--- src/rtl/gdc_pkg.sv ---
// Purpose: Shared constants for the gate-driver configuration register bank
// Assumes: 20 MHz system clock, APB with 32-bit data and word-aligned registers
// Notes: Printed offsets are register indices; byte address is four times the index
package gdc_pkg;

  // Register indices and byte addresses
  localparam logic [9:0] GDC_IDX_CFG_ONE = 10'h0AC;
  localparam logic [9:0] GDC_IDX_CFG_TWO = 10'h0AE;
  localparam logic [9:0] GDC_IDX_IRQ_STATUS = 10'h0B0;
  localparam logic [9:0] GDC_IDX_IRQ_MASK = 10'h0B2;
  localparam logic [9:0] GDC_IDX_FAULT_CTRL = 10'h0B4;
  localparam int GDC_ADDR_W = 12;
  localparam logic [GDC_ADDR_W-1:0] GDC_ADDR_CFG_ONE = {GDC_IDX_CFG_ONE, 2'h0};
  localparam logic [GDC_ADDR_W-1:0] GDC_ADDR_CFG_TWO = {GDC_IDX_CFG_TWO, 2'h0};
  localparam logic [GDC_ADDR_W-1:0] GDC_ADDR_IRQ_STATUS = {GDC_IDX_IRQ_STATUS, 2'h0};
  localparam logic [GDC_ADDR_W-1:0] GDC_ADDR_IRQ_MASK = {GDC_IDX_IRQ_MASK, 2'h0};
  localparam logic [GDC_ADDR_W-1:0] GDC_ADDR_FAULT_CTRL = {GDC_IDX_FAULT_CTRL, 2'h0};

  // Reset values
  localparam logic [31:0] GDC_RST_CFG_ONE = 32'h10228100;
  localparam logic [31:0] GDC_RST_CFG_TWO = 32'h01200000;

  // First word fields
  localparam int GDC_F1_RETRY_TIME = 11;
  localparam int GDC_F1_OC_THRESH = 10;
  localparam int GDC_F1_OC_MODE_LO = 8;
  localparam int GDC_F1_GAIN_LO = 0;

  // Second word fields
  localparam int GDC_F2_DELAY_COMP = 30;
  localparam int GDC_F2_TDELAY_LO = 26;
  localparam int GDC_F2_REG_SLEW = 25;
  localparam int GDC_F2_REG_SEQ_OFF = 24;
  localparam int GDC_F2_REG_CLIM = 23;
  localparam int GDC_F2_REG_VSEL_LO = 21;
  localparam int GDC_F2_REG_DIS = 20;

  // Interrupt status / mask bits
  localparam int GDC_IRQ_BITS = 2;
  localparam int GDC_IRQ_OC_REPORT = 0;
  localparam int GDC_IRQ_RETRY_DONE = 1;

  // Fault control bits
  localparam int GDC_FC_ACTIVE = 0;
  localparam int GDC_FC_RETRY_WAIT = 1;

  typedef enum logic [1:0] {
    GDC_OC_LATCHED = 2'h0,
    GDC_OC_RETRY = 2'h1,
    GDC_OC_REPORT = 2'h2,
    GDC_OC_IGNORE = 2'h3
  } gdc_oc_mode_e;

  // Retry waits
  localparam longint GDC_CLK_HZ = 20000000;
  localparam longint GDC_RETRY_SHORT_MS = 5;
  localparam longint GDC_RETRY_LONG_MS = 500;
  localparam int GDC_TIMER_W = 24;
  localparam int GDC_RETRY_SHORT_CYC = int'(GDC_RETRY_SHORT_MS * GDC_CLK_HZ / 1000);
  localparam int GDC_RETRY_LONG_CYC = int'(GDC_RETRY_LONG_MS * GDC_CLK_HZ / 1000);

endpackage : gdc_pkg

--- src/rtl/gdc_sync.sv ---
// Purpose: Two-stage synchroniser for asynchronous level inputs
// Assumes: Inputs are slow levels; pulses shorter than one clock may be missed
// Notes: Stage one feeds only stage two
`timescale 1ns/1ns
`default_nettype none
module gdc_sync #(
  parameter int W = 1
) (
  input wire logic mclk, // System clock
  input wire logic sys_rst, // Synchronous reset, active high
  input wire logic mclkEn, // Clock enable
  input wire logic [W-1:0] asyncIn, // Unsynchronised level
  output logic [W-1:0] syncOut // Synchronised level
);
  typedef struct packed {
    logic [W-1:0] stageOne;
    logic [W-1:0] stageTwo;
  } gdc_sync_s;

  gdc_sync_s st_q;
  gdc_sync_s st_d;

  always_comb begin
    st_d = st_q;
    if (mclkEn) begin
      st_d.stageOne = asyncIn;
      st_d.stageTwo = st_q.stageOne;
    end
  end

  always_ff @(posedge mclk) begin
    if (sys_rst) begin
      st_q <= '0;
    end else begin
      st_q <= st_d;
    end
  end

  assign syncOut = st_q.stageTwo;
endmodule : gdc_sync
`default_nettype wire

--- src/rtl/gdc_oc_fault.sv ---
// Purpose: Overcurrent fault handling per selected fault mode
// Assumes: ocLevel is already synchronised to mclk
// Notes: Mode of a fault in progress is kept even if software changes it
`timescale 1ns/1ns
`default_nettype none
module gdc_oc_fault
  import gdc_pkg::*;
#(
  parameter int RETRY_SHORT = GDC_RETRY_SHORT_CYC,
  parameter int RETRY_LONG = GDC_RETRY_LONG_CYC
) (
  input wire logic mclk, // System clock
  input wire logic sys_rst, // Synchronous reset, active high
  input wire logic mclkEn, // Clock enable
  input wire logic ocLevel, // Overcurrent detected, synchronised level
  input wire gdc_pkg::gdc_oc_mode_e faultMode, // Overcurrent fault mode
  input wire logic retryLong, // Selects long retry wait
  input wire logic clearLatched, // One-cycle request to clear a latched fault
  output logic faultActive, // Protective shutdown active
  output logic retryWait, // Waiting out a retry interval
  output logic reportPulse, // Overcurrent reported, one cycle
  output logic retryDonePulse // Fault cleared by retry, one cycle
);
  typedef struct packed {
    logic ocPrev;
    logic active;
    logic retrying;
    logic [GDC_TIMER_W-1:0] timer;
    logic report;
    logic retryDone;
  } gdc_fault_s;

  gdc_fault_s st_q;
  gdc_fault_s st_d;
  logic ocEvent;

  assign ocEvent = ocLevel && !st_q.ocPrev;

  always_comb begin
    st_d = st_q;
    if (mclkEn) begin
      st_d.ocPrev = ocLevel;
      st_d.report = 1'b0;
      st_d.retryDone = 1'b0;
      if (st_q.active && st_q.retrying) begin
        if (st_q.timer <= GDC_TIMER_W'(1)) begin
          st_d.active = 1'b0;
          st_d.retrying = 1'b0;
          st_d.timer = '0;
          st_d.retryDone = 1'b1;
        end else begin
          st_d.timer = st_q.timer - GDC_TIMER_W'(1);
        end
      end
      if (clearLatched && st_q.active && !st_q.retrying) begin
        st_d.active = 1'b0;
      end
      if (ocEvent) begin
        unique case (faultMode)
          GDC_OC_LATCHED: begin
            st_d.active = 1'b1;
            st_d.retrying = 1'b0;
            st_d.timer = '0;
            st_d.report = 1'b1;
          end
          GDC_OC_RETRY: begin
            st_d.active = 1'b1;
            st_d.retrying = 1'b1;
            st_d.timer = retryLong ? GDC_TIMER_W'(RETRY_LONG) : GDC_TIMER_W'(RETRY_SHORT);
            st_d.retryDone = 1'b0;
            st_d.report = 1'b1;
          end
          GDC_OC_REPORT: begin
            st_d.report = 1'b1;
          end
          GDC_OC_IGNORE: begin
            st_d.report = 1'b0;
          end
        endcase
      end
    end
  end

  always_ff @(posedge mclk) begin
    if (sys_rst) begin
      st_q <= '0;
    end else begin
      st_q <= st_d;
    end
  end

  assign faultActive = st_q.active;
  assign retryWait = st_q.retrying;
  assign reportPulse = st_q.report;
  assign retryDonePulse = st_q.retryDone;
endmodule : gdc_oc_fault
`default_nettype wire

--- src/rtl/gdc_regs.sv ---
// Purpose: APB register bank for gate-driver configuration and overcurrent handling
// Assumes: APB master holds the request until pready; one wait state per access
// Notes: Configuration fields drive the analog and driver blocks as plain levels
//
// Local design decision: the APB register port.
`timescale 1ns/1ns
`default_nettype none
module gdc_regs
  import gdc_pkg::*;
#(
  parameter int RETRY_SHORT = GDC_RETRY_SHORT_CYC,
  parameter int RETRY_LONG = GDC_RETRY_LONG_CYC
) (
  input wire logic mclk, // System clock, 20 MHz
  input wire logic sys_rst, // Synchronous reset, active high
  input wire logic mclkEn, // Clock enable, freezes state when low
  input wire logic psel, // APB select
  input wire logic penable, // APB access phase
  input wire logic pwrite, // APB write
  input wire logic [gdc_pkg::GDC_ADDR_W-1:0] paddr, // APB byte address
  input wire logic [31:0] pwdata, // APB write data
  input wire logic [3:0] pstrb, // APB byte strobes
  output logic [31:0] prdata, // APB read data
  output logic pready, // APB ready
  output logic pslverr, // APB error on unmapped address
  input wire logic ocDetectPin, // Overcurrent comparator, asynchronous
  output logic irq, // Level interrupt
  output logic driverShutdown, // Protective shutdown of the bridge
  output logic ocThresholdSel, // Overcurrent threshold select
  output logic [1:0] senseAmpGain, // Sense amplifier gain code
  output logic delayCompEnable, // Driver delay compensation enable
  output logic [3:0] targetDelay, // Target delay code
  output logic regulatorSlewSel, // Regulator switch slew select
  output logic regulatorSequencingOff, // Regulator power sequencing off
  output logic regulatorCurrentLimit, // Regulator current limit select
  output logic [1:0] regulatorVoltageSel, // Regulator voltage code
  output logic regulatorDisable // Regulator off
);
  typedef struct packed {
    logic [31:0] cfgOne;
    logic [31:0] cfgTwo;
    logic [GDC_IRQ_BITS-1:0] irqStatus;
    logic [GDC_IRQ_BITS-1:0] irqMask;
    logic irqOut;
    logic clrLatched;
    logic ready;
    logic slvErr;
    logic [31:0] rdata;
  } gdc_regs_s;

  gdc_regs_s st_q;
  gdc_regs_s st_d;

  logic ocSynced;
  logic faultActive;
  logic retryWait;
  logic reportPulse;
  logic retryDonePulse;
  logic accessReq;
  logic accessDone;
  logic addrMapped;
  logic [31:0] readMux;
  logic [31:0] strobeMask;
  logic [GDC_IRQ_BITS-1:0] irqEvents;
  logic [GDC_IRQ_BITS-1:0] irqClear;

  gdc_sync #(
    .W(1)
  ) u_oc_sync (
    .mclk(mclk),
    .sys_rst(sys_rst),
    .mclkEn(mclkEn),
    .asyncIn(ocDetectPin),
    .syncOut(ocSynced)
  );

  gdc_oc_fault #(
    .RETRY_SHORT(RETRY_SHORT),
    .RETRY_LONG(RETRY_LONG)
  ) u_oc_fault (
    .mclk(mclk),
    .sys_rst(sys_rst),
    .mclkEn(mclkEn),
    .ocLevel(ocSynced),
    .faultMode(gdc_oc_mode_e'(st_q.cfgOne[GDC_F1_OC_MODE_LO +: 2])),
    .retryLong(st_q.cfgOne[GDC_F1_RETRY_TIME]),
    .clearLatched(st_q.clrLatched),
    .faultActive(faultActive),
    .retryWait(retryWait),
    .reportPulse(reportPulse),
    .retryDonePulse(retryDonePulse)
  );

  // Byte strobes widened to a bit mask
  always_comb begin
    for (int i = 0; i < 4; i++) begin
      strobeMask[i*8 +: 8] = {8{pstrb[i]}};
    end
  end

  assign accessReq = psel && penable && !st_q.ready;
  assign accessDone = psel && penable && st_q.ready;

  // Address decode and read data
  always_comb begin
    addrMapped = 1'b1;
    readMux = 32'h00000000;
    unique case (paddr)
      GDC_ADDR_CFG_ONE: begin
        readMux = st_q.cfgOne;
      end
      GDC_ADDR_CFG_TWO: begin
        readMux = st_q.cfgTwo;
      end
      GDC_ADDR_IRQ_STATUS: begin
        readMux[GDC_IRQ_BITS-1:0] = st_q.irqStatus;
      end
      GDC_ADDR_IRQ_MASK: begin
        readMux[GDC_IRQ_BITS-1:0] = st_q.irqMask;
      end
      GDC_ADDR_FAULT_CTRL: begin
        readMux[GDC_FC_ACTIVE] = faultActive;
        readMux[GDC_FC_RETRY_WAIT] = retryWait;
      end
      default: begin
        addrMapped = 1'b0;
      end
    endcase
  end

  assign irqEvents = {retryDonePulse, reportPulse};

  always_comb begin
    st_d = st_q;
    irqClear = '0;
    if (mclkEn) begin
      st_d.clrLatched = 1'b0;
      // One wait state: answer is registered in the first access cycle
      if (accessReq) begin
        st_d.ready = 1'b1;
        st_d.slvErr = !addrMapped;
        st_d.rdata = pwrite ? 32'h00000000 : readMux;
      end
      if (accessDone) begin
        st_d.ready = 1'b0;
        st_d.slvErr = 1'b0;
        st_d.rdata = 32'h00000000;
        if (pwrite && addrMapped) begin
          unique case (paddr)
            // threshold, gain, retry time and mode all live here
            GDC_ADDR_CFG_ONE: begin
              st_d.cfgOne = (st_q.cfgOne & ~strobeMask) | (pwdata & strobeMask);
            end
            GDC_ADDR_CFG_TWO: begin
              st_d.cfgTwo = (st_q.cfgTwo & ~strobeMask) | (pwdata & strobeMask);
              st_d.cfgTwo[GDC_F2_REG_SEQ_OFF] = st_q.cfgTwo[GDC_F2_REG_SEQ_OFF]
                && !(pstrb[GDC_F2_REG_SEQ_OFF/8] && pwdata[GDC_F2_REG_SEQ_OFF]);
            end
            GDC_ADDR_IRQ_STATUS: begin
              if (pstrb[0]) begin
                irqClear = pwdata[GDC_IRQ_BITS-1:0];
              end
            end
            GDC_ADDR_IRQ_MASK: begin
              if (pstrb[0]) begin
                st_d.irqMask = pwdata[GDC_IRQ_BITS-1:0];
              end
            end
            GDC_ADDR_FAULT_CTRL: begin
              st_d.clrLatched = pstrb[0] && pwdata[GDC_FC_ACTIVE];
            end
            default: begin
              st_d.clrLatched = 1'b0;
            end
          endcase
        end
      end
      // Set wins over a simultaneous clear
      st_d.irqStatus = (st_q.irqStatus & ~irqClear) | irqEvents;
      st_d.irqOut = |(st_d.irqStatus & st_d.irqMask);
    end
  end

  always_ff @(posedge mclk) begin
    if (sys_rst) begin
      st_q.cfgOne <= GDC_RST_CFG_ONE;
      st_q.cfgTwo <= GDC_RST_CFG_TWO;
      st_q.irqStatus <= '0;
      st_q.irqMask <= '0;
      st_q.irqOut <= 1'b0;
      st_q.clrLatched <= 1'b0;
      st_q.ready <= 1'b0;
      st_q.slvErr <= 1'b0;
      st_q.rdata <= 32'h00000000;
    end else begin
      st_q <= st_d;
    end
  end

  assign prdata = st_q.rdata;
  assign pready = st_q.ready;
  assign pslverr = st_q.slvErr;
  assign irq = st_q.irqOut;
  assign driverShutdown = faultActive;
  assign ocThresholdSel = st_q.cfgOne[GDC_F1_OC_THRESH];
  assign senseAmpGain = st_q.cfgOne[GDC_F1_GAIN_LO +: 2];
  assign delayCompEnable = st_q.cfgTwo[GDC_F2_DELAY_COMP];
  assign targetDelay = st_q.cfgTwo[GDC_F2_TDELAY_LO +: 4];
  assign regulatorSlewSel = st_q.cfgTwo[GDC_F2_REG_SLEW];
  assign regulatorSequencingOff = st_q.cfgTwo[GDC_F2_REG_SEQ_OFF];
  assign regulatorCurrentLimit = st_q.cfgTwo[GDC_F2_REG_CLIM];
  assign regulatorVoltageSel = st_q.cfgTwo[GDC_F2_REG_VSEL_LO +: 2];
  assign regulatorDisable = st_q.cfgTwo[GDC_F2_REG_DIS];
endmodule : gdc_regs
`default_nettype wire

--- config.mk ---
export PLATFORM = sky130hd
export DESIGN_NAME = gdc_regs
export DESIGN_NICKNAME = d
export VERILOG_FILES = /design/src/rtl/gdc_pkg.sv /design/src/rtl/gdc_sync.sv /design/src/rtl/gdc_oc_fault.sv /design/src/rtl/gdc_regs.sv
export SDC_FILE = /design/constraint.sdc
export NUM_CORES = 1
export LEC_CHECK = 0
export BUFFER_PORTS_ARGS = -buffer_cell sky130_fd_sc_hd__buf_4
export CORE_UTILIZATION = 56
export DETAILED_ROUTE_END_ITERATION = 10
export MAX_ROUTING_LAYER = met4
export PLACE_DENSITY_LB_ADDON = 0.08
export SLEW_MARGIN = 20
export SYNTH_ARGS = -nofsm -noshare
export SYNTH_HDL_FRONTEND = slang
export SYNTH_HIERARCHICAL = 1
export SYNTH_SLANG_ARGS = --single-unit
--- constraint.sdc ---
create_clock -name mclk -period 2.7 [get_ports mclk]
set_clock_uncertainty 0.05 [all_clocks]
set_input_delay 0.27 -clock mclk [delete_from_list [all_inputs] [get_ports mclk]]
set_output_delay 0.27 -clock mclk [all_outputs]
set_load 0.01 [all_outputs]
Word-level counts from Yosys, hierarchy flattened
Cells that the tools add are included.
{"block": "word_totals", "regBits": 135, "latch_bits": 0, "ram_bits": 0, "mem_bits_ro": 0, "wordCells": 90, "n_memories": 0}
{"block": "op_classes", "addsub": 1, "mul": 0, "div": 0, "magnitude_cmp": 1, "n_eq_ne": 8, "shift": 0, "mux": 29, "bitwise_logic": 10, "reduce_logical": 24}
{"op": "AND 32 bit", "n": 3}
{"op": "OR 32 bit", "n": 2}
{"op": "== test 12 x 10 -> 1 bit, second input constant", "n": 5}
{"op": "one-hot mux 30 bit (2 select lines)", "n": 1}
{"op": "one-hot mux 26 bit (2 select lines)", "n": 1}
{"op": "two-way mux 24 bit", "n": 2}
{"op": "two-way mux 35 bit", "n": 1}
{"op": "two-way mux 34 bit", "n": 1}
{"op": "two-way mux 32 bit", "n": 1}
{"op": "NOT 32 bit", "n": 1}
{"op": "two-way mux 28 bit", "n": 1}
{"op": "two-way mux 26 bit", "n": 1}
{"op": "<= comparator 24 x 1 -> 1 bit, second input constant", "n": 1}
{"op": "subtractor 24 x 1 -> 24 bit, second input constant", "n": 1}
{"op": "two-way mux 2 bit", "n": 11}
{"op": "logical AND 1 bit", "n": 11}
{"op": "one-hot mux 2 bit (5 select lines)", "n": 1}
{"op": "AND reduction 4 bit", "n": 2}
{"op": "two-way mux 1 bit", "n": 7}
{"op": "logical NOT 1 bit", "n": 5}
{"op": "OR reduction 5 bit", "n": 1}
{"op": "AND 2 bit", "n": 2}
{"op": "== test 2 bit, second input constant", "n": 2}
{"op": "OR reduction 3 bit", "n": 1}
{"op": "8 further kinds", "n": 8}

Logic depth before layout (Yosys ltp)
Gate-level depths: netlist of run 1.
{"block": "logic_depth", "ltp_word": 12, "ltp_mapped": 8, "depth_no_buf": 7}

Modules after synthesis
The synthesis of run 1 kept the hierarchy.
{"module": "gdc_regs", "instances": 1, "cells_per_inst": 483, "area_per_inst_um2": 4698.3}
{"module": "gdc_oc_fault", "instances": 1, "cells_per_inst": 197, "area_per_inst_um2": 1602.8}
{"module": "gdc_sync", "instances": 1, "cells_per_inst": 6, "area_per_inst_um2": 67.6}

Worst setup path after synthesis of run 1
OpenSTA, ideal clock, no wires.
{"block": "synth_timing", "path_kind": "input to register", "startpoint": "input port paddr[1] (netlist name)", "endpoint": "register with a tool-made name", "setup_ns": 0.120, "arrival_time_ns": 2.143, "required_time_ns": 2.530, "setup_slack_ns": 0.388, "stages": 6, "n_path_buf": 2, "path_cell_list": "or4_4 or3_4 buf_6 or3_1 buf_6 a211o_1"}
{"item": "start: declaration", "line": "gdc_regs.sv:20", "source": "input wire logic [gdc_pkg::GDC_ADDR_W-1:0] paddr,"}

Final worst setup path of run 1
{"block": "layout_timing", "startpoint": "register u_oc_fault/st_q[21] (netlist name)", "endpoint": "register u_oc_fault/st_q[5] (netlist name)"}
{"block": "layout_between", "elab_chain_cells": 5}
{"item": "start: declaration", "line": "gdc_oc_fault.sv:33", "source": "gdc_fault_s st_q;"}
{"item": "start signal: assignment", "line": "gdc_oc_fault.sv:88", "source": "st_q <= st_d;"}
{"item": "<= comparator 24 x 1 -> 1 bit (*)", "line": "gdc_oc_fault.sv:46", "source": "if (st_q.timer <= GDC_TIMER_W'(1)) begin"}
{"item": "two-way mux 24 bit (*)", "line": "gdc_oc_fault.sv:46"}
{"item": "two-way mux 26 bit (*)", "line": "gdc_oc_fault.sv:45", "source": "if (st_q.active && st_q.retrying) begin"}
{"item": "one-hot mux 26 bit (2 select lines)", "line": "gdc_oc_fault.sv:59", "source": "unique case (faultMode)"}
{"item": "two-way mux 28 bit (*)", "line": "gdc_oc_fault.sv:58", "source": "if (ocEvent) begin"}
Mark *: on every way between the ends. The rest lies on a longest branch, timed or not.
A chain may end at the register's enable or synchronous reset.

==> flow_summary.toml, run 1 <==
[sta]
finalCritPeriodShare_pct = 90.9
final_max_slew_viol_count = 0
fin_setup_tns_ps = 0
maxSlewHeadroom_pct = 56.5
timing.hold.ws_ps = 37.7
tightest_slew_ps = 653
fmax_mhz = 407
finalHoldViolations = 0
rsz0062_at_grt = "no"
setup_viol = 0
finalCriticalPeriod_ps = 2450

[placed_design]
placed_cell_area_um2 = 6990
gp_congestion = 0.863
port_buffers = 104
place_inst = 869
dp_hpwl_mm = 9.75

[route]
vias_per_cell = 5.77
drc = 0
wl_met3_um = 734
vias = 5198
dr.pass1.iters = 5
wl_mm = 14.5
wl_met1_mm = 6.21
routedWlPerCell_um = 16.1
topRoutingLayerUsed = "met4"
ant_nets = 0
drt_iter0_drc = 346
dr_wl_met2_mm = 7.21

[clock_network]
cts_setup_buffers = 0
numClockSinks = 135
hold_buffers = 0
cts_buffer_depth = 2
clk_pin_slew_worst_paths_ps = 50
cts-root-buf = "clkbuf_16"
cts_resized = 0
cts_tree = "done"
cts_max_level = 4
insertion_delay_ps = 420
numCtsBuffers = 17

[worst_setup_path]
cp_top_family = "simple AND/OR/NAND/NOR gates"
critPathBufInv = 0
crit_chain = "or4_4, or4_4, o21ai_2, a21o_1, nor2_1"
crit_fanout = 10
cp.required_ps = 2950
arrival_ps = 2710
endpoint_kind = "flip-flop"
slowest_delay_ps = 610
crit_top_cell = "or4_4"
critical_path_class = "flip-flop to flip-flop"
start_kind = "flip-flop"
critPathSlowestCell = "or4_4"

[synth]
synth.largest_area_cell = "dfxtp_1"
synthDistinctLibCells = 59
postSynthCellCount = 686
synth_ff_type = "dfxtp_1"
synth_area_per_cell_um2 = 9.28
synth-seq-area-share_pct = 42.4
synth_edf_count = 0
syn-num-nets = 743
async_reset_ff_share_pct = 0
synth_top_area_share_pct = 42.4
synth_area_leaders = "dfxtp_1, mux2i_1, nor2_1, mux2_2, buf_4"
ys_ff_latch = 135
netlist_area_um2 = 6370
yosysWarnings = 6

[power_and_ir_drop]
ir_drop_uv = 369
power_mw = 4.63
p_per_area_nw_per_um2 = 611
leakage_nw = 3.15

[floorplanning]
dieHeight_um = 109
die_w_um = 109
fp.coreArea_um2 = 11000
initial_utilization_pct = 58.0
ios = 105
dieArea_um2 = 11800
rows = 38

[cells_and_area]
drive_above_1_share_pct = 26.7
num-nets-final = 805
syn_to_final_growth_pct = 18.9
antenna_cells = 0
fillers = 888
final_area_um2 = 7570
final_cell_count_no_fill = 901

[global_routing]
grt_pass1_vias = 5049
grt_max_degree = 63
overflow = 0
grt_util_all_layers_pct = 26.3
grt_antenna_before_repair = 0
grt_pass1_wl_mm = 23.5

[worst_hold_path]
hp-class = "primary input to flip-flop"

[outcome]
outcome = "finished clean"

[flow_run]
cap_violations = 0
-- metal layers --
| metal | global-route usage, % | vias up |
|---|---|---|
| li1 | - | 2520 |
| met1 | 29.4 | 2483 |
| met2 | 44.8 | 156 |
| met3 | 5.44 | 39 |
| met4 | 13.0 | 0 |
| met5 | - | - |
-- worst paths after layout --
check,startpoint,end,slack (ps),depth (start not counted)
setup / recovery,u_oc_fault/st_q[21],u_oc_fault/st_q[5],250,5
hold / removal,pwdata[21],flip-flop,40,3
setup reg to reg,u_oc_fault/st_q[21],u_oc_fault/st_q[5],250,5
hold reg to reg,u_oc_fault/retryDonePulse,u_oc_fault/retryDonePulse,410,2
-- stage by stage --
stage / setup WS, ps / util [%]
6_report: 245 / 69.0
5_1_grt: 52.2 / 69.0
4_1_cts: 261 / 69.0
3_5_place_dp: 60.7 / 63.6
3_3_place_gp: 103 / 63.6
2_1_floorplan: 388 / -
-- report_power, final --
group	switching, mW	internal [mW]
Clock	0.855	1.44
Combinational	0.175	0.128
Sequential	0.0184	2.01
-- synthesized netlist by cell type, drive strengths merged (11+ instances only) --
library cell,n
dfxtp,135
nor2,128
mux2i,66
buf,52
a22oi,33
mux2,30
clkbuf,26
nand2,26
nand3,18
a21oi,16
nor3,16
nor4,11
-- cell usage in the layout, fill, tap and decap left out, types with 10 or more instances in the layout --
cell / count
nand3_1: 18
nand2_1: 26
nor2_1: 127
mux2i_1: 66
dfxtp_1: 135
mux2_2: 30
clkbuf_16: 17
buf_4: 120
a21oi_1: 16
a22oi_1: 33
nor3_1: 10
xnor2_1: 10
-- tightest hold or removal path, cell delays in order --
cell and delay (ps):
buf_4 80, mux2i_1 60, nand2b_1 70
-- cells by family (layout without fill, tap and decap cells) --
group	count (synthesis)	after routing	share of synthesized area [%]
adder cells (fa/ha/maj)	2	2	0.393
multiplexers	96	96	15.7
AO/OA/AOI/OAI	102	102	11.5
buffers and inverters	85	160	8.00
flip-flops	135	135	42.4
XOR/XNOR	11	11	1.51
AND/OR/NAND/NOR	255	255	20.5
-- area by class of cell --
type                    count  area, um2  area share [%]
well taps                 140        175            2.31
multi-input cells         466       3160            41.7
repair buffers            121        921            12.2
clock inverters            13        155            2.05
clock buffers              19        433            5.72
flip-flops and latches    135       2700            35.7
inverters                   7       26.3           0.347
No activity file was read; power rests on OpenSTA's default activity.
==> run 2: changes to the inputs <==
==> constraint.sdc (replaced) <==
create_clock -name mclk -period 2.6 [get_ports mclk]
set_clock_uncertainty 0.05 [all_clocks]
set_input_delay 0.26 -clock mclk [delete_from_list [all_inputs] [get_ports mclk]]
set_output_delay 0.26 -clock mclk [all_outputs]
set_load 0.01 [all_outputs]
==> flow_summary.toml, run 2 (synthesis gave the netlist of run 1 again) <==
[global_routing]
grt_pass1_wl_mm = 24.1
grt_antenna_before_repair = 0
grt_util_all_layers_pct = 27.0
overflow = 0
grt_max_degree = 62
grt_pass1_vias = 5110

[clock_network]
cts_setup_buffers = 0
cts_buffer_depth = 2
numClockSinks = 135
cts_max_level = 4
cts-root-buf = "clkbuf_16"
insertion_delay_ps = 420
clk_pin_slew_worst_paths_ps = 60
numCtsBuffers = 17
cts_tree = "done"

[route]
dr.pass1.iters = 4
vias = 5215
routedWlPerCell_um = 16.6
ant_nets = 0
wl_mm = 15.0
drc = 0
vias_per_cell = 5.77
drt_iter0_drc = 308

[cells_and_area]
drive_above_1_share_pct = 27.2
mostFrequentLayoutCells = "dfxtp_1, nor2_1, buf_4, mux2i_1, a22oi_1"
final_common_cell = "dfxtp_1"
num-nets-final = 808
final_area_um2 = 7640
antenna_cells = 0
syn_to_final_growth_pct = 20.0

[sta]
tightest_slew_ps = 680
finalCriticalPeriod_ps = 2330
rsz0062_at_grt = "no"
fmax_mhz = 429
maxSlewHeadroom_pct = 54.5
setup_viol = 0
fin_setup_tns_ps = 0
finalCritPeriodShare_pct = 89.6
finalHoldViolations = 0
final_max_slew_viol_count = 0
timing.hold.ws_ps = 25.2
fin_ws_ps = 270

[worst_setup_path]
worstReg2RegStart = "u_oc_fault/st_q[21]"
rr_worst_depth = 5
critPathBufInv = 0
critical_path_class = "flip-flop to flip-flop"
arrival_ps = 2570
critPathSlowestCell = "or4_4"
start_kind = "flip-flop"
rr_endpoint = "u_oc_fault/st_q[10]"
crit_chain = "or4_4, or4_4, o21ai_2, a21o_1, nor2_1"
crit_top_cell = "or4_4"
slowest_delay_ps = 600
cp_top_family = "simple AND/OR/NAND/NOR gates"
endpoint_kind = "flip-flop"
reg2reg_slack_ps = 270
crit_fanout = 10
cp.required_ps = 2840

[floorplanning]
dieHeight_um = 109
initial_utilization_pct = 58.0
die_w_um = 109
fp.coreArea_um2 = 11000
ios = 105
rows = 38
dieArea_um2 = 11800

[power_and_ir_drop]
ir_drop_uv = 525
leakage_nw = 3.18
power_mw = 4.82
p_per_area_nw_per_um2 = 631

[placed_design]
place_ws_ps = 111
port_buffers = 104
gp_congestion = 0.865
placed_cell_area_um2 = 7030
dp_hpwl_mm = 10.0

[worst_hold_path]
whs_path_depth = 3
hp-start = "pwdata[8]"
hp-class = "primary input to flip-flop"

[flow_run]
cap_violations = 0

[outcome]
outcome = "finished clean"
run 2: cell types whose count changed in the layout (fill, tap and decap cells not counted), sizes merged:
cell    delta
buf        +3
bufinv     -1
clkbuf     +3
clkinv     -2
run 2: final cells by class:
cell class                      instances  area (um2)
Fill cell                             882        3340
Multi-Input combinational cell        466        3170
Sequential cell                       135        2700
Timing Repair Buffer                  124         968
Clock buffer                           22         484
Tap cell                              140         175
Clock inverter                         10         119
Inverter                                7        26.3
run 2: repair_timing:
item | in CTS | in global routing
resized for setup | 0 | 1
setup endpoints to repair | 0 | 1
hold buffers | 0 | 0
run 2: metal layers:
layer	track usage [%]	vias up	wire, um
li1	-	2543	-
met1	30.1	2517	6450
met2	46.8	126	7550
met3	5.62	29	650
met4	11.6	0	315
met5	-	-	0
run 2: worst max-delay path by stage:
| stage | slack (ps) | depth (start not counted) | end | startpoint |
|---|---|---|---|---|
| 2_1_floorplan | 300 | 6 | flip-flop | paddr[1] |
| 5_1_grt | 40 | 5 | u_oc_fault/st_q[15] | u_oc_fault/st_q[7] |
| 3_5_place_dp | 110 | 5 | flip-flop | paddr[1] |
| 3_3_place_gp | 120 | 5 | flip-flop | paddr[1] |
| 6_report | 270 | 5 | u_oc_fault/st_q[10] | u_oc_fault/st_q[21] |
| 4_1_cts | 190 | 8 | u_oc_fault/st_q[22] | u_oc_fault/st_q[2] |
run 2: stage by stage:
stage                     utilization, %  instances
after floorplan                        -        686
after global placement              64.0        872
after detailed placement            64.0        872
after CTS                           69.5        904
after global routing                69.6        904
final                               69.6        904
run 2: worst min-delay path, stage by stage:
cell      delay (ps)
buf_4             90
mux2i_1           60
nand2b_1          60
run 2: report_power, final:
part / leakage [nW] / total [mW] / switching, mW / internal (mW)
Sequential: 1.09 / 2.10 / 0.0195 / 2.08
Clock: 0.289 / 2.40 / 0.883 / 1.51
Combinational: 1.80 / 0.318 / 0.183 / 0.134
Total: 3.18 / 4.82 / 1.09 / 3.73
